==> config.mk <==
export PLATFORM = sky130hd
export DESIGN_NAME = dbt_debug_top
export DESIGN_NICKNAME = d
export VERILOG_FILES = /design/src/rtl/dbt_pkg.sv /design/src/rtl/dbt_fifo_if.sv /design/src/rtl/dbt_op_track.sv /design/src/rtl/dbt_trace_fifo.sv /design/src/rtl/dbt_debug_top.sv
export VERILOG_INCLUDE_DIRS = /design/src /design/src/rtl
export SDC_FILE = /design/constraint.sdc
export NUM_CORES = 1
export LEC_CHECK = 0
export BUFFER_PORTS_ARGS = -buffer_cell sky130_fd_sc_hd__buf_2
export CORE_MARGIN = 2
export CORE_UTILIZATION = 40
export CTS_CLUSTER_SIZE = 24
export DETAILED_ROUTE_END_ITERATION = 6
export GPL_TIMING_DRIVEN = 0
export SYNTH_ARGS = -nofsm -noshare
export SYNTH_HDL_FRONTEND = slang
export SYNTH_SLANG_ARGS = --single-unit
==> constraint.sdc <==
create_clock -name clk_i -period 7.7 [get_ports clk_i]
set_input_delay 0.77 -clock clk_i [delete_from_list [all_inputs] [get_ports clk_i]]
set_output_delay 0.77 -clock clk_i [all_outputs]
set_load 0.005 [all_outputs]
==> src/rtl/dbt_params.svh <==
// Contract
// A force request lets the current instruction finish first.
// A tag request rides with its opcode and acts only if it executes.
// With opcode select set, a match counts only if its opcode executes; inside and outside modes ignore it and trigger on raw addresses.
// Each comparator has its own opcode tracker.
// A four-bit trigger mode field picks one of nine trigger modes.
// Begin select picks store-after-trigger or circular until trigger.
// A launch write arms the run and clears both hit flags and the count.
// A begin-trace run ends on its own once the trace FIFO is full.
// An end-trace run ends on the trigger, keeping the history.
// Writing zero to launch or enable stops any run at once.
// Outside event-only modes the FIFO stores change-of-flow addresses.
// Event-only modes store the data byte in the low eight bits.
// Event-only modes ignore begin select and run as begin type.
// A match may be qualified by bus direction when enabled.
// With breakpoint enable set, a trigger requests a tag or force break; the code drives tags from comparator matches on opcode fetch.
// With no run armed, matches neither store nor set hit flags.
`ifndef DBT_PARAMS_SVH
`define DBT_PARAMS_SVH

// Register indices on the plain register port.
`define DBT_OFF_CMP_ONE 4'h0
`define DBT_OFF_CMP_TWO 4'h1
`define DBT_OFF_CTRL 4'h2
`define DBT_OFF_TRIG 4'h3
`define DBT_OFF_STATUS 4'h4
`define DBT_OFF_FIFO 4'h5
`define DBT_OFF_IRQ_STAT 4'h6
`define DBT_OFF_IRQ_MASK 4'h7

// Control register fields.
`define DBT_CTRL_ENABLE 7
`define DBT_CTRL_LAUNCH 6
`define DBT_CTRL_TAG 5
`define DBT_CTRL_BREAKPOINT_REQUEST_ENABLE 4
`define DBT_CTRL_DIR_VAL_ONE 3
`define DBT_CTRL_DIR_EN_ONE 2
`define DBT_CTRL_DIR_VAL_TWO 1
`define DBT_CTRL_DIR_EN_TWO 0

// Trigger config fields.
`define DBT_TRIG_OPSEL 7
`define DBT_TRIG_BEGIN 6

// Status register fields.
`define DBT_STAT_HIT_ONE 7
`define DBT_STAT_HIT_TWO 6
`define DBT_STAT_ARMED 5

// Interrupt status bits.
`define DBT_IRQ_TRIG 0
`define DBT_IRQ_END 1
`define DBT_IRQ_BRK 2

// Reset values and sizes.
`define DBT_RST_WORD 16'h0000
`define DBT_RST_CFG 8'h00
`define DBT_FIFO_DEPTH 8
`define DBT_TRACK_DEPTH 4

`endif

==> src/rtl/dbt_pkg.sv <==
package dbt_pkg;
    // Trigger modes held in the trigger mode field.
    typedef enum logic [3:0] {
        MODE_A_ONLY,
        MODE_A_OR_B,
        MODE_A_THEN_B,
        MODE_EVENT_B,
        MODE_A_THEN_EVENT_B,
        MODE_A_AND_B_DATA,
        MODE_A_NOT_B_DATA,
        MODE_INSIDE,
        MODE_OUTSIDE
    } dbt_mode_t;

    // Run phases of the debug controller.
    typedef enum logic [1:0] {
        RUN_IDLE,
        RUN_WAIT,
        RUN_CAP
    } dbt_run_t;
endpackage : dbt_pkg

==> src/rtl/dbt_fifo_if.sv <==
`timescale 1ns/1ps
`default_nettype none
// Trace store handshake between the run controller and the FIFO.
interface dbt_fifo_if;
    logic push;
    logic [15:0] pdata;
    logic circ;
    logic clr;
    logic pop;
    logic [15:0] head;
    logic full;
    logic empty;
    logic [3:0] count;
    modport ctl (output push, pdata, circ, clr, pop,
                 input head, full, empty, count);
    modport store (input push, pdata, circ, clr, pop,
                   output head, full, empty, count);
endinterface : dbt_fifo_if
`default_nettype wire

==> src/rtl/dbt_op_track.sv <==
`timescale 1ns/1ps
`default_nettype none
`include "dbt_params.svh"
module dbt_op_track
    import dbt_pkg::*;
(
    // Clock and reset.
    input wire logic clk_i,
    input wire logic rst_i,
    // Instruction queue activity.
    input wire logic fetch_i,
    input wire logic tag_i,
    input wire logic exec_i,
    input wire logic flush_i,
    // Tracked match for the executing opcode.
    output logic hit_o
);
    logic [`DBT_TRACK_DEPTH-1:0] tags_r, tags_nxt;
    logic [2:0] cnt_r, cnt_nxt;
    logic pop;

    // A tag leaves the queue when its own opcode executes, or when a flush drops the queue.
    assign pop = exec_i && (cnt_r != 3'h0);
    assign hit_o = pop && tags_r[0];

    // Pop first, then push behind the survivors.
    always_comb begin
        tags_nxt = pop ? (tags_r >> 1) : tags_r;
        cnt_nxt = pop ? cnt_r - 3'h1 : cnt_r;
        if (fetch_i && (cnt_nxt < 3'(`DBT_TRACK_DEPTH))) begin
            tags_nxt[cnt_nxt[1:0]] = tag_i;
            cnt_nxt = cnt_nxt + 3'h1;
        end
    end

    // A queue flush drops every pending tag with its opcode.
    always_ff @(posedge clk_i) begin
        if (rst_i || flush_i) begin
            tags_r <= '0;
            cnt_r <= 3'h0;
        end else begin
            tags_r <= tags_nxt;
            cnt_r <= cnt_nxt;
        end
    end
endmodule : dbt_op_track
`default_nettype wire

==> src/rtl/dbt_trace_fifo.sv <==
`timescale 1ns/1ps
`default_nettype none
`include "dbt_params.svh"
module dbt_trace_fifo
    import dbt_pkg::*;
(
    // Clock and reset.
    input wire logic clk_i,
    input wire logic rst_i,
    // Controller side.
    dbt_fifo_if.store f
);
    logic [15:0] mem_r [`DBT_FIFO_DEPTH];
    logic [2:0] wr_r;
    logic [2:0] rd_r;
    logic [3:0] cnt_r;
    logic do_pop, do_push, drop_old;

    assign f.full = (cnt_r == 4'(`DBT_FIFO_DEPTH));
    assign f.empty = (cnt_r == 4'h0);
    assign f.count = cnt_r;
    assign f.head = mem_r[rd_r];
    assign do_pop = f.pop && !f.empty;
    // In circular mode a full store overwrites its oldest entry.
    assign drop_old = f.push && f.full && f.circ && !do_pop;
    assign do_push = f.push && (!f.full || f.circ || do_pop);

    // Storage write.
    always_ff @(posedge clk_i) begin
        if (do_push) begin
            mem_r[wr_r] <= f.pdata;
        end
    end

    // Pointers and fill count.
    always_ff @(posedge clk_i) begin
        if (rst_i || f.clr) begin
            wr_r <= 3'h0;
            rd_r <= 3'h0;
            cnt_r <= 4'h0;
        end else begin
            if (do_push) begin
                wr_r <= wr_r + 3'h1;
            end
            if (do_pop || drop_old) begin
                rd_r <= rd_r + 3'h1;
            end
            if (do_push && !do_pop && !drop_old) begin
                cnt_r <= cnt_r + 4'h1;
            end else if (do_pop && !do_push) begin
                cnt_r <= cnt_r - 4'h1;
            end
        end
    end
endmodule : dbt_trace_fifo
`default_nettype wire

==> src/rtl/dbt_debug_top.sv <==
`timescale 1ns/1ps
`default_nettype none
`include "dbt_params.svh"
module dbt_debug_top
    import dbt_pkg::*;
(
    // Clock and reset.
    input wire logic clk_i,
    input wire logic rst_i,
    // Register port.
    input wire logic [3:0] reg_addr_i,
    input wire logic [15:0] reg_wdata_i,
    input wire logic reg_wr_i,
    input wire logic reg_rd_i,
    output logic [15:0] reg_rdata_o,
    // Monitored CPU bus cycle.
    input wire logic bus_valid_i,
    input wire logic [15:0] bus_addr_i,
    input wire logic [7:0] bus_data_i,
    input wire logic bus_rw_i,
    input wire logic bus_opfetch_i,
    // Instruction queue and change of flow.
    input wire logic q_exec_i,
    input wire logic q_flush_i,
    input wire logic cof_valid_i,
    input wire logic [15:0] cof_addr_i,
    // Breakpoint requests to the core.
    input wire logic bg_entered_i,
    output logic brk_tag_o,
    output logic brk_force_o,
    // Interrupt.
    output logic irq_o
);
    logic [15:0] cmp_one_r;
    logic [15:0] cmp_two_r;
    logic [7:0] ctrl_r;
    logic [7:0] trig_cfg_r;
    logic [2:0] irq_stat_r;
    logic [2:0] irq_mask_r;
    logic [15:0] rdata_r;
    logic hit_one_r, hit_two_r, a_seen_r, force_r;
    dbt_run_t run_r, run_nxt;
    dbt_mode_t mode;
    logic ctrl_wr, launch, stop, armed, event_only, begin_eff;
    logic match_one, match_two, fetch_one;
    logic trk_one, trk_two, qual_one, qual_two;
    logic in_range, data_eq, trig, store_evt, run_end;
    logic [2:0] irq_set;

    dbt_fifo_if fif ();

    // Address compare with optional direction qualify.
    function automatic logic cmp_match(input logic [15:0] addr,
                                       input logic [15:0] ref_addr,
                                       input logic dir_en,
                                       input logic dir_val,
                                       input logic rw);
        cmp_match = (addr == ref_addr) && (!dir_en || (rw == dir_val));
    endfunction : cmp_match

    // Modes that store bus data rather than addresses.
    function automatic logic is_event_only(input dbt_mode_t m);
        is_event_only = (m == MODE_EVENT_B) || (m == MODE_A_THEN_EVENT_B);
    endfunction : is_event_only

    // mode field decode.
    assign mode = dbt_mode_t'(trig_cfg_r[3:0]);
    assign event_only = is_event_only(mode);
    // event-only runs are begin type.
    assign begin_eff = trig_cfg_r[`DBT_TRIG_BEGIN] || event_only;
    assign armed = (run_r != RUN_IDLE);

    // Control writes either launch a run or stop it.
    assign ctrl_wr = reg_wr_i && (reg_addr_i == `DBT_OFF_CTRL);
    // launch on write.
    assign launch = ctrl_wr && reg_wdata_i[`DBT_CTRL_LAUNCH]
                    && reg_wdata_i[`DBT_CTRL_ENABLE];
    // manual stop.
    assign stop = ctrl_wr && !launch;

    // direction qualify per comparator.
    assign match_one = bus_valid_i && cmp_match(bus_addr_i, cmp_one_r,
        ctrl_r[`DBT_CTRL_DIR_EN_ONE], ctrl_r[`DBT_CTRL_DIR_VAL_ONE],
        bus_rw_i);
    assign match_two = bus_valid_i && cmp_match(bus_addr_i, cmp_two_r,
        ctrl_r[`DBT_CTRL_DIR_EN_TWO], ctrl_r[`DBT_CTRL_DIR_VAL_TWO],
        bus_rw_i);
    assign fetch_one = bus_valid_i && bus_opfetch_i;

    // one tracker per comparator.
    dbt_op_track u_track_one (
        .clk_i(clk_i),
        .rst_i(rst_i),
        .fetch_i(fetch_one),
        .tag_i(match_one),
        .exec_i(q_exec_i),
        .flush_i(q_flush_i),
        .hit_o(trk_one)
    );

    dbt_op_track u_track_two (
        .clk_i(clk_i),
        .rst_i(rst_i),
        .fetch_i(fetch_one),
        .tag_i(match_two),
        .exec_i(q_exec_i),
        .flush_i(q_flush_i),
        .hit_o(trk_two)
    );

    // tracked trigger.
    assign qual_one = trig_cfg_r[`DBT_TRIG_OPSEL] ? trk_one : match_one;
    assign qual_two = trig_cfg_r[`DBT_TRIG_OPSEL] ? trk_two : match_two;

    // Range and full-mode helpers use raw bus values.
    assign in_range = (bus_addr_i >= cmp_one_r) && (bus_addr_i <= cmp_two_r);
    assign data_eq = (bus_data_i == cmp_two_r[7:0]);

    // trigger per mode.
    always_comb begin
        case (mode)
            MODE_A_ONLY: trig = qual_one;
            MODE_A_OR_B: trig = qual_one || qual_two;
            MODE_A_THEN_B: trig = a_seen_r && qual_two;
            MODE_EVENT_B: trig = qual_two;
            MODE_A_THEN_EVENT_B: trig = a_seen_r && qual_two;
            MODE_A_AND_B_DATA: trig = qual_one && data_eq;
            MODE_A_NOT_B_DATA: trig = qual_one && !data_eq;
            MODE_INSIDE: trig = bus_valid_i && in_range;
            MODE_OUTSIDE: trig = bus_valid_i && !in_range;
            default: trig = 1'b0;
        endcase
    end

    // Run phase sequencing.
    always_comb begin
        run_nxt = run_r;
        case (run_r)
            RUN_IDLE: run_nxt = RUN_IDLE;
            RUN_WAIT: begin
                if (trig) begin
                    run_nxt = RUN_CAP;
                end
            end
            RUN_CAP: begin
                // begin run ends on full.
                if (begin_eff && fif.full) begin
                    run_nxt = RUN_IDLE;
                // end run ends on trigger.
                end else if (!begin_eff && trig) begin
                    run_nxt = RUN_IDLE;
                end
            end
            default: run_nxt = RUN_IDLE;
        endcase
        // begin waits, end captures at once.
        if (launch) begin
            run_nxt = begin_eff ? RUN_WAIT : RUN_CAP;
        // stop wins over the run.
        end else if (stop) begin
            run_nxt = RUN_IDLE;
        end
    end

    assign run_end = armed && (run_nxt == RUN_IDLE) && !stop;

    // Run phase register.
    always_ff @(posedge clk_i) begin
        if (rst_i) begin
            run_r <= RUN_IDLE;
        end else begin
            run_r <= run_nxt;
        end
    end

    // hit flags move only while armed.
    always_ff @(posedge clk_i) begin
        if (rst_i || launch) begin
            hit_one_r <= 1'b0;
            hit_two_r <= 1'b0;
            a_seen_r <= 1'b0;
        end else if (armed) begin
            hit_one_r <= hit_one_r || qual_one;
            hit_two_r <= hit_two_r || qual_two;
            a_seen_r <= a_seen_r || qual_one;
        end
    end

    // Event capture needs comparator two; only A-then-event-B mode also needs an earlier A match.
    assign store_evt = qual_two
                       && ((mode == MODE_EVENT_B) || a_seen_r);

    // change-of-flow capture.
    // data byte in event modes.
    always_comb begin
        fif.push = 1'b0;
        fif.pdata = cof_addr_i;
        if (run_r == RUN_CAP) begin
            fif.push = event_only ? store_evt : cof_valid_i;
        end
        if (event_only) begin
            fif.pdata = {8'h00, bus_data_i};
        end
    end

    // circular store in end-trace.
    assign fif.circ = !begin_eff;
    // launch empties the FIFO.
    assign fif.clr = launch;
    assign fif.pop = reg_rd_i && (reg_addr_i == `DBT_OFF_FIFO);

    dbt_trace_fifo u_fifo (
        .clk_i(clk_i),
        .rst_i(rst_i),
        .f(fif)
    );

    // tag rides with the fetch.
    // request type from the tag bit.
    assign brk_tag_o = armed && ctrl_r[`DBT_CTRL_BREAKPOINT_REQUEST_ENABLE]
                       && ctrl_r[`DBT_CTRL_TAG] && bus_valid_i
                       && bus_opfetch_i && (match_one || match_two);
    assign brk_force_o = force_r;

    // force held until the core enters background; set wins.
    always_ff @(posedge clk_i) begin
        if (rst_i) begin
            force_r <= 1'b0;
        end else if (armed && ctrl_r[`DBT_CTRL_BREAKPOINT_REQUEST_ENABLE]
                     && !ctrl_r[`DBT_CTRL_TAG] && trig) begin
            force_r <= 1'b1;
        end else if (bg_entered_i) begin
            force_r <= 1'b0;
        end
    end

    // Configuration registers written by software.
    always_ff @(posedge clk_i) begin
        if (rst_i) begin
            cmp_one_r <= `DBT_RST_WORD;
            cmp_two_r <= `DBT_RST_WORD;
            ctrl_r <= `DBT_RST_CFG;
            trig_cfg_r <= `DBT_RST_CFG;
            irq_mask_r <= 3'h0;
        end else if (reg_wr_i) begin
            case (reg_addr_i)
                `DBT_OFF_CMP_ONE: cmp_one_r <= reg_wdata_i;
                `DBT_OFF_CMP_TWO: cmp_two_r <= reg_wdata_i;
                `DBT_OFF_CTRL: ctrl_r <= reg_wdata_i[7:0];
                `DBT_OFF_TRIG: trig_cfg_r <= reg_wdata_i[7:0];
                `DBT_OFF_IRQ_MASK: irq_mask_r <= reg_wdata_i[2:0];
                default: ;
            endcase
        end
    end

    // Launch reads back as armed, so it drops at run end.
    // Interrupt events; a new event beats a write-one clear.
    assign irq_set[`DBT_IRQ_TRIG] = armed && trig;
    assign irq_set[`DBT_IRQ_END] = run_end;
    assign irq_set[`DBT_IRQ_BRK] = armed && ctrl_r[`DBT_CTRL_BREAKPOINT_REQUEST_ENABLE] && trig;

    // Sticky interrupt status.
    always_ff @(posedge clk_i) begin
        if (rst_i) begin
            irq_stat_r <= 3'h0;
        end else if (reg_wr_i && (reg_addr_i == `DBT_OFF_IRQ_STAT)) begin
            irq_stat_r <= (irq_stat_r & ~reg_wdata_i[2:0]) | irq_set;
        end else begin
            irq_stat_r <= irq_stat_r | irq_set;
        end
    end

    assign irq_o = |(irq_stat_r & irq_mask_r);

    // Read data stands in the cycle after the read strobe.
    always_ff @(posedge clk_i) begin
        if (rst_i) begin
            rdata_r <= `DBT_RST_WORD;
        end else if (reg_rd_i) begin
            case (reg_addr_i)
                `DBT_OFF_CMP_ONE: rdata_r <= cmp_one_r;
                `DBT_OFF_CMP_TWO: rdata_r <= cmp_two_r;
                `DBT_OFF_CTRL: rdata_r <= {8'h00, ctrl_r[7],
                    armed, ctrl_r[5:0]};
                `DBT_OFF_TRIG: rdata_r <= {8'h00, trig_cfg_r};
                `DBT_OFF_STATUS: rdata_r <= {8'h00, hit_one_r, hit_two_r,
                    armed, 1'b0, fif.count};
                `DBT_OFF_FIFO: rdata_r <= fif.empty ? 16'h0000 : fif.head;
                `DBT_OFF_IRQ_STAT: rdata_r <= {13'h0000, irq_stat_r};
                `DBT_OFF_IRQ_MASK: rdata_r <= {13'h0000, irq_mask_r};
                default: rdata_r <= 16'h0000;
            endcase
        end else begin
            rdata_r <= 16'h0000;
        end
    end

    assign reg_rdata_o = rdata_r;
endmodule : dbt_debug_top
`default_nettype wire

Word level (Yosys, flattened, before mapping) --
Memory sizes are Yosys's and may differ from the RTL's. A register that Yosys moved wholly into a read port is not among the register bits. Index checks and enable logic that the tools add are counted.
Word-level totals: output and inout port bits 19, input port bits 71, bits in writable memories 128, register bits after elaboration 100, memories kept 1
Operators by class: muxes and demuxes 38, reductions and logical operators 92, bitwise logic cells 6, equal/unequal tests 23, magnitude comparators 8, add/subtract/negate cells 8
Memories:
- u_fifo.mem_r | depth 8, bits a word 16, read ports 1, clocked after Yosys merged registers in 1, write ports 1, RTL line dbt_trace_fifo.sv:13 | logic [15:0] mem_r [`DBT_FIFO_DEPTH];
Operators with widths (number):
- case mux 16 bit (8 select lines) | 1
- logical AND 1 bit | 47
- == test 16 bit | 2
- == test 4 x 3 -> 1 bit, second input constant | 8
- two-way mux 16 bit | 2
- two-way mux 4 bit | 6
- two-way mux 3 bit | 7
- == test 4 x 2 -> 1 bit, second input constant | 4
- >= comparator 16 bit | 1
- less-or-equal comparator 16 bit | 1
- logical OR 1 bit | 15
- logical NOT 1 bit | 13
- adder 3 x 1 -> 3 bit, second input constant | 4
- logical NOT 4 bit | 3
- two-way mux 2 bit | 6
- two-way mux 1 bit | 10
- AND reduction 2 bit | 5
- bitwise mux 4 bit | 2
- == test 4 x 1 -> 1 bit, second input constant | 2
- == test 4 bit, second input constant | 2
- == test 8 bit | 1
- case mux 1 bit (8 select lines) | 1
- bitwise AND 3 bit | 2
- < comparator 2 x 3 -> 1 bit, second input constant | 2
- 18 further kinds | 28

Depth between registers and ports, before layout --
Gate-level depths: netlist of the first run.
word-level depth 18, depth in mapped cells 18

Hierarchy --
A second synthesis of the first run with hierarchy kept.
Unflattened totals: cells, all modules 933, area total of the unflattened synthesis 11051.8 µm²
Modules (own cells, without submodules):
- dbt_trace_fifo | times used 1, area each 5585.4 µm², cells each 271, sequential area each 4103.9 µm²
- dbt_debug_top | times used 1, area each 4526.8 µm², cells each 568, sequential area each 1501.4 µm²
- dbt_op_track (u_track_one) | times used 1, area each 473.0 µm², cells each 47, sequential area each 140.1 µm²
- dbt_op_track (u_track_two) | times used 1, area each 466.7 µm², cells each 47, sequential area each 140.1 µm²

Worst setup path after synthesis of the first run --
Ideal clock, no wire load.
path kind input -> register, start input port bus_addr_i[3], end memory u_fifo.mem_r[2][0], enable pin, setup slack 3.177 ns, buffers on the path 1, stages 9, data required time 7.264 ns, library setup time 0.436 ns, data arrival time 4.087 ns, path through ha_1 > nand4_1 > nor4_1 > a21oi_1 > o22ai_1 > and2_1 > buf_2 > nand2_1 > nor4b_1
Between the ends: longest elaborated chain between the ends 10
Ends and longest elaborated chain:
- from (decl) | RTL line dbt_debug_top.sv:18 | input wire logic [15:0] bus_addr_i,
- == test 16 bit | RTL line dbt_debug_top.sv:58 | cmp_match = (addr == ref_addr) && (!dir_en || (rw == dir_val));
- logical AND 1 bit | RTL line dbt_debug_top.sv:58
- logical AND 1 bit | RTL line dbt_debug_top.sv:85 | assign match_two = bus_valid_i && cmp_match(bus_addr_i, cmp_two_r,
- two-way mux 1 bit | RTL line dbt_debug_top.sv:113 | assign qual_two = trig_cfg_r[`DBT_TRIG_OPSEL] ? trk_two : match_two;
- logical AND 1 bit | RTL line dbt_debug_top.sv:191 | && ((mode == MODE_EVENT_B) || a_seen_r);
- two-way mux 1 bit | RTL line dbt_debug_top.sv:199 | fif.push = event_only ? store_evt : cof_valid_i;
- two-way mux 1 bit | RTL line dbt_debug_top.sv:198 | if (run_r == RUN_CAP) begin
- logical AND 1 bit | RTL line dbt_trace_fifo.sv:26 | assign do_push = f.push && (!f.full || f.circ || do_pop);
- two-way mux 1 bit | RTL line dbt_trace_fifo.sv:30 | if (do_push) begin
- two-way mux 1 bit (implied by the code) | RTL line dbt_trace_fifo.sv:31 | mem_r[wr_r] <= f.pdata;
- to (decl) | RTL line dbt_trace_fifo.sv:13
Every way passes these cells.

Worst setup path after layout of the first run --
start register cmp_two_r[3], end memory u_fifo.mem_r[2][12], enable pin
Between the ends: longest elaborated chain between the ends 10
Ends and longest elaborated chain:
- from (decl) | RTL line dbt_debug_top.sv:35 | logic [15:0] cmp_two_r;
- from (signal assigned) | RTL line dbt_debug_top.sv:241 | cmp_two_r <= `DBT_RST_WORD;
- from (signal assigned) | RTL line dbt_debug_top.sv:248 | `DBT_OFF_CMP_TWO: cmp_two_r <= reg_wdata_i;
- == test 16 bit | RTL line dbt_debug_top.sv:58
- logical AND 1 bit | RTL line dbt_debug_top.sv:58
- logical AND 1 bit | RTL line dbt_debug_top.sv:85
- two-way mux 1 bit | RTL line dbt_debug_top.sv:113
- logical AND 1 bit | RTL line dbt_debug_top.sv:191
- two-way mux 1 bit | RTL line dbt_debug_top.sv:199
- two-way mux 1 bit | RTL line dbt_debug_top.sv:198
- logical AND 1 bit | RTL line dbt_trace_fifo.sv:26
- two-way mux 1 bit | RTL line dbt_trace_fifo.sv:30
- two-way mux 1 bit (implied by the code) | RTL line dbt_trace_fifo.sv:31
Every way passes these cells.

==> results of run 1 <==
stage by stage:
stage,setup slack (ns),hold WS (ns)
floorplan,3.18,0.433
global placement,0.631,0.442
detailed placement,2.85,0.460
CTS,3.20,0.468
global route,3.00,0.497
finish,3.30,0.463
power by group through the flow:
stage | combinational, mW | sequential [mW] | clock [mW]
final | 0.150 | 1.31 | 1.22
after global routing | 0.168 | 1.31 | 1.30
after CTS | 0.150 | 1.31 | 1.25
after detailed placement | 0.149 | 1.33 | 0
after global placement | 0.146 | 1.33 | 0
after floorplan | 0.0894 | 1.33 | 0
worst paths after layout:
path                         end  slack [ns]
max          u_fifo.mem_r[2][12]        3.30
min                 cmp_one_r[2]        0.46
max reg2reg  u_fifo.mem_r[2][12]        3.30
min reg2reg         cmp_one_r[2]        0.46
kinds of logic after synthesis:
kind of cell,Yosys count
simple gates,286
flops,230
xor+xnor,21
compound gates,150
fa+ha+maj,52
buf+inv,98
mux,86
area by class of cell:
class	count	area [µm²]
clock buffer	33	664
clock inverter	11	183
buffer	45	195
sequential	230	5890
inverter	53	199
antenna	2	5.00
multi-input combinational	595	4560
fill	2434	14000
tap	341	427
timing repair buffer	99	574
sequential cells by signal, indices dropped and copies added, names as in the netlist, 3 cells and up, named ones only:
| register | cells |
|---|---|
| cmp_one_r | 16 |
| cmp_two_r | 16 |
| ctrl_r | 7 |
| irq_mask_r | 3 |
| irq_stat_r | 3 |
| reg_rdata_o | 16 |
| trig_cfg_r | 8 |
| u_fifo.f.count | 4 |
| u_fifo.mem_r | 128 |
| u_fifo.rd_r | 3 |
| u_fifo.wr_r | 3 |
| u_track_one.cnt_r | 3 |
| u_track_one.tags_r | 4 |
| u_track_two.cnt_r | 3 |
| u_track_two.tags_r | 4 |
placed cells by master (no fill, tap or decap), drive strengths merged, types with 17 or more instances in the layout:
cell type / n
buf: 115
mux2: 32
nand2: 97
dfxtp: 102
edfxtp: 128
ha: 51
inv: 53
mux4: 37
nand3: 37
mux2i: 17
nor2: 79
clkbuf: 62
a21oi: 78
metal layers:
metal | routed length, µm | share of wire [%] | track usage, %
met1 | 12600 | 45 | 28.1
met2 | 13200 | 47 | 32.3
met3 | 1660 | 5.9 | 2.73
met4 | 724 | 2.6 | 5.28
met5 | 0 | 0 | 0
worst max-delay path: cells and delay by family, from the launching register on:
| kind | cells | cell delay (ns) |
|---|---|---|
| adder cells (fa/ha/maj) | 1 | 0.31 |
| flip-flops | 1 | 0.46 |
| AND/OR/NAND/NOR | 5 | 2.01 |
| AO/OA/AOI/OAI | 2 | 0.61 |
| buffers and inverters | 4 | 0.72 |
==> flow_metrics.py, run 1 <==
metrics = {
    "sta": {
        "finalMaxSlewViolations": 0,
        "clock-skew-final_ns": 0.0161,
        "fin_crit_ns": 4.40,
        "fin_setup_tns_ns": 0,
        "max_slew_margin_pct": 30.8,
        "tightest_slew_ns": 1.03,
        "hold_viol": 0,
        "post-route-period-util_pct": 57.2,
        "fmax_ghz": 0.227,
        "rsz0062_at_grt": "false",
        "setup_violations": 0,
    },
    "die": {
        "core_um2": 26700,
        "dieArea_um2": 28300,
        "die_h_um": 168,
        "initial_core_util_pct": 40.4,
        "die_width_um": 168,
        "io_pins": 90,
        "rows": 60,
    },
    "setup_path": {
        "cp-start-kind": "register",
        "r2r-start": "cmp_two_r[3]",
        "end_kind": "register",
        "required_ns": 7.95,
        "rr_worst_depth": 12,
        "cp_max_fo": 6,
        "slowest_stage": "nor4b_2",
        "slowest_delay_ns": 0.85,
        "path_cells": "inv_1 > ha_1 > nand4_1 > nor4_1 > a21oi_1 > o22ai_1 > and2_1 > buf_2 > nand2_1 > nor4b_2 > buf_4 > buf_6",
        "path_class": "register to register",
        "startpoint": "cmp_two_r[3]",
        "cp_data_arrival_time_ns": 4.65,
    },
    "synth": {
        "synth_xor_area_share_pct": 1.70,
        "synth_edf_count": 128,
        "netlist_top_cells_count": "edfxtp_1, dfxtp_1, nand2_1, nor2_1, a21oi_1",
        "yosys.area_share.simple_pct": 12.6,
        "syn_area_per_cell_um2": 11.7,
        "synth.area.mux_share_pct": 12.7,
        "yosysTopAreaCell": "edfxtp_1",
        "synth_compound_area_share_pct": 8.77,
        "synthCells": 923,
        "yosys_warnings": 0,
        "ys.flop_type": "edfxtp_1",
        "seq_area_frac_synth_pct": 54.5,
        "syn-num-nets": 1046,
        "synth_top_area_share_pct": 35.6,
        "synth.most_common_cell": "edfxtp_1",
        "ys_seq_elements": 230,
        "async_flop_share_pct": 0,
        "synth_top_family_by_area": "multiplexers",
        "ys_types": 65,
        "syn_area_um2": 10800,
        "synth_fa_ha_area_share_pct": 6.10,
        "synthTopCellsByArea": "edfxtp_1, dfxtp_1, mux4_2, ha_1, a21oi_1",
    },
    "grt": {
        "grt_pass1_vias": 7430,
        "grt_max_degree": 15,
        "overflow": 0,
        "grt_use_total_pct": 19.9,
        "antenna_found_initial": 2,
        "grt_pass1_wl_um": 43500,
    },
    "drt": {
        "drt_iter0_drc": 674,
        "remaining_drc_errors": 0,
        "routed_wl_um": 28200,
        "vias_per_cell": 5.42,
        "vias": 7636,
        "dr.pass1.iters": 7,
        "wl_per_cell_um": 20.0,
        "ant_nets": 0,
    },
    "power_and_ir_drop": {
        "swShare_pct": 21.7,
        "vdd_drop_max_mv": 0.168,
        "comb_power_share_pct": 5.6,
        "pwr_density_cell_nw_per_um2": 211,
        "power.total_mw": 2.68,
        "switchingPower_uw": 583,
        "pwr-share-seq_pct": 48.7,
        "internal-power_mw": 2.10,
        "power_frac_clock_pct": 45.7,
        "power_leakage_nw": 4.45,
    },
    "clock_tree": {
        "cts_hold_buf": 0,
        "htree_levels": 1,
        "post-cts-setup-buffers": 0,
        "clk_path_buf_depth": 3,
        "cts_buffers": 24,
        "clock-sinks": 230,
        "clk_latency_ns": 0.54,
        "cts-resized-gates": 0,
        "cts_tree": "yes",
        "clk_pin_slew_ns": 0.06,
        "cts-root-buf": "clkbuf_16",
    },
    "worst_hold_path": {
        "min_path_type": "register to register",
        "holdPathStages": 2,
        "hp-start": "cmp_one_r[2]",
    },
    "run": {
        "max-cap-violations": 0,
    },
    "place": {
        "place_inst": 1363,
        "gp_congestion": 0.871,
        "io_buffers": 87,
        "place_area_um2": 11800,
        "dp.final_hpwl_um": 21200,
    },
    "cells_and_area": {
        "area_growth_pct": 17.6,
        "fin_area_um2": 12700,
        "fin_util_pct": 47.5,
        "fin_nets": 1171,
        "final_cell_count_no_fill": 1409,
        "drive_above_1_share_pct": 22.9,
    },
    "status": {
        "outcome": "completed",
    },
}
(Power assumes the default switching activity.)
==> inputs of run 2 (changes only) <==
==> constraint.sdc (replaced) <==
create_clock -name clk_i -period 4.4 [get_ports clk_i]
set_input_delay 0.44 -clock clk_i [delete_from_list [all_inputs] [get_ports clk_i]]
set_output_delay 0.44 -clock clk_i [all_outputs]
set_load 0.005 [all_outputs]
==> run 2 against run 1 <==
Against the previous run: critical path depth is 1 lower; clock power is 75% higher; wire length is 0.31% higher; maximum frequency is 9.6% higher; combinational power is 76% higher; flip-flop and latch count stayed put; register-to-register slack worse by 2.9 ns; core utilization is 0.15 points higher; via count is 0.33% higher; clock skew is 0.0040 ns lower; setup slack worse by 2.9 ns; critical endpoint is now u_fifo.mem_r[5][15]; largest power group unchanged.
==> flow_metrics.py, run 2 (same netlist as run 1, synthesis figures left out) <==
metrics = {
    "cells_and_area": {
        "area_growth_pct": 18.0,
        "layout_commonest_cell": "edfxtp_1",
        "mostFrequentLayoutCells": "edfxtp_1, dfxtp_1, nand2_1",
        "largest_reg_flops": 128,
        "drive_above_1_share_pct": 23.1,
        "fin_util_pct": 47.6,
        "largest_register": "u_fifo.mem_r",
        "fin_nets": 1172,
        "fin_area_um2": 12700,
    },
    "setup_path": {
        "end_kind": "register",
        "cp_max_fo": 9,
        "required_ns": 4.64,
        "cp-start-kind": "register",
        "cp_data_arrival_time_ns": 4.26,
        "path_class": "register to register",
    },
    "sta": {
        "finalMaxSlewViolations": 0,
        "setup_violations": 0,
        "rsz0062_at_grt": "false",
        "hold_viol": 0,
        "fin_ws_ns": 0.381,
        "max_slew_margin_pct": 34.4,
        "tightest_slew_ns": 0.979,
        "clock-skew-final_ns": 0.0121,
        "fin_setup_tns_ns": 0,
        "fin_crit_ns": 4.02,
        "post-route-period-util_pct": 91.3,
        "fmax_ghz": 0.249,
    },
    "drt": {
        "wl_met3_um": 1710,
        "vias_per_cell": 5.43,
        "dr.pass1.iters": 7,
        "routed_wl_um": 28300,
        "routed.top_layer": "met4",
        "vias": 7661,
        "wl_met1_um": 12600,
        "drt_iter0_drc": 677,
        "wl_per_cell_um": 20.0,
        "remaining_drc_errors": 0,
        "ant_nets": 0,
        "met2_length_um": 13300,
    },
    "place": {
        "post-place-ws_ns": -0.116,
        "gp_congestion": 0.871,
        "dp.final_hpwl_um": 21200,
        "place_area_um2": 11800,
        "io_buffers": 87,
    },
    "die": {
        "die_width_um": 168,
        "initial_core_util_pct": 40.4,
        "core_um2": 26700,
        "die_h_um": 168,
        "rows": 60,
        "io_pins": 90,
        "dieArea_um2": 28300,
    },
    "worst_hold_path": {
        "min_path_type": "primary input to register",
    },
    "clock_tree": {
        "cts_buffers": 24,
        "htree_levels": 1,
        "cts_tree": "yes",
        "clock-sinks": 230,
        "clk_path_buf_depth": 3,
        "clk_latency_ns": 0.53,
        "cts-root-buf": "clkbuf_16",
        "clk_pin_slew_ns": 0.06,
    },
    "status": {
        "outcome": "completed",
    },
    "grt": {
        "overflow": 0,
        "grt_use_total_pct": 19.9,
        "grt_pass1_vias": 7429,
        "grt_pass1_wl_um": 43500,
        "antenna_found_initial": 2,
        "grt_max_degree": 15,
    },
    "power_and_ir_drop": {
        "vdd_drop_max_mv": 0.295,
        "pwr_density_cell_nw_per_um2": 369,
        "power_leakage_nw": 4.45,
    },
    "run": {
        "max-cap-violations": 0,
    },
}
run 2: cell types whose count changed in the layout (fill, tap and decap cells not counted):
cell,change
nor4_4,+1
buf_4,+1
nor4b_4,+2
nor4b_2,-2
nor4_1,-1
run 2: where the power goes:
part / internal, mW / leakage (nW) / switching [mW]
logic: 0.0957 / 2.07 / 0.168
registers: 2.28 / 1.97 / 0.00901
clock network: 1.30 / 0.412 / 0.843
run 2: metrics by stage:
| step | hold slack [ns] | cells | power [mW] |
|---|---|---|---|
| 6_report | 0.162 | 1410 | 4.69 |
| 4_1_cts | 0.152 | 1407 | 4.74 |
| 5_1_grt | 0.172 | 1410 | 4.85 |
| 2_1_floorplan | 0.433 | 923 | 2.48 |
| 3_5_place_dp | 0.460 | 1363 | 2.59 |
| 3_3_place_gp | 0.442 | 1351 | 2.59 |
run 2: worst paths after layout:
path / startpoint / end / slack [ns] / cells past startpoint
max: cmp_two_r[3] / u_fifo.mem_r[5][15] / 0.38 / 11
min: reg_wdata_i[11] / cmp_one_r[11] / 0.16 / 3
max reg2reg: cmp_two_r[3] / u_fifo.mem_r[5][15] / 0.38 / 11
min reg2reg: cmp_one_r[2] / cmp_one_r[2] / 0.47 / 2
run 2: area by class of cell:
type / count / area, µm²
buffer: 45 / 195
clock buffer: 33 / 664
multi-input combinational: 595 / 4590
inverter: 53 / 199
tap: 341 / 427
antenna: 2 / 5.00
clock inverter: 11 / 183
timing repair buffer: 100 / 582
fill: 2437 / 14000
sequential: 230 / 5890
run 2: metal layers:
metal	track usage (%)	up-vias
met3	2.66	43
li1	-	3647
met2	32.4	253
met5	0	-
met1	28.1	3718
met4	5.28	0
run 2: critical path, stage by stage (launching register included):
cell	delay, ns
dfxtp_1	0.48
inv_1	0.08
ha_1	0.31
nand4_1	0.18
nor4_2	0.48
a21oi_1	0.23
o22ai_1	0.31
and2_1	0.16
buf_2	0.17
nand3_1	0.22
nor3b_2	0.86
buf_8	0.24
run 2: timing repair:
| action | 4_1_cts | 5_1_grt |
|---|---|---|
| pin swaps | 0 | 1 |
| setup buffers | 0 | 1 |
| endpoints found under the setup margin | 6 | 29 |
| resized for setup | 2 | 2 |
| hold buffers | 0 | 0 |
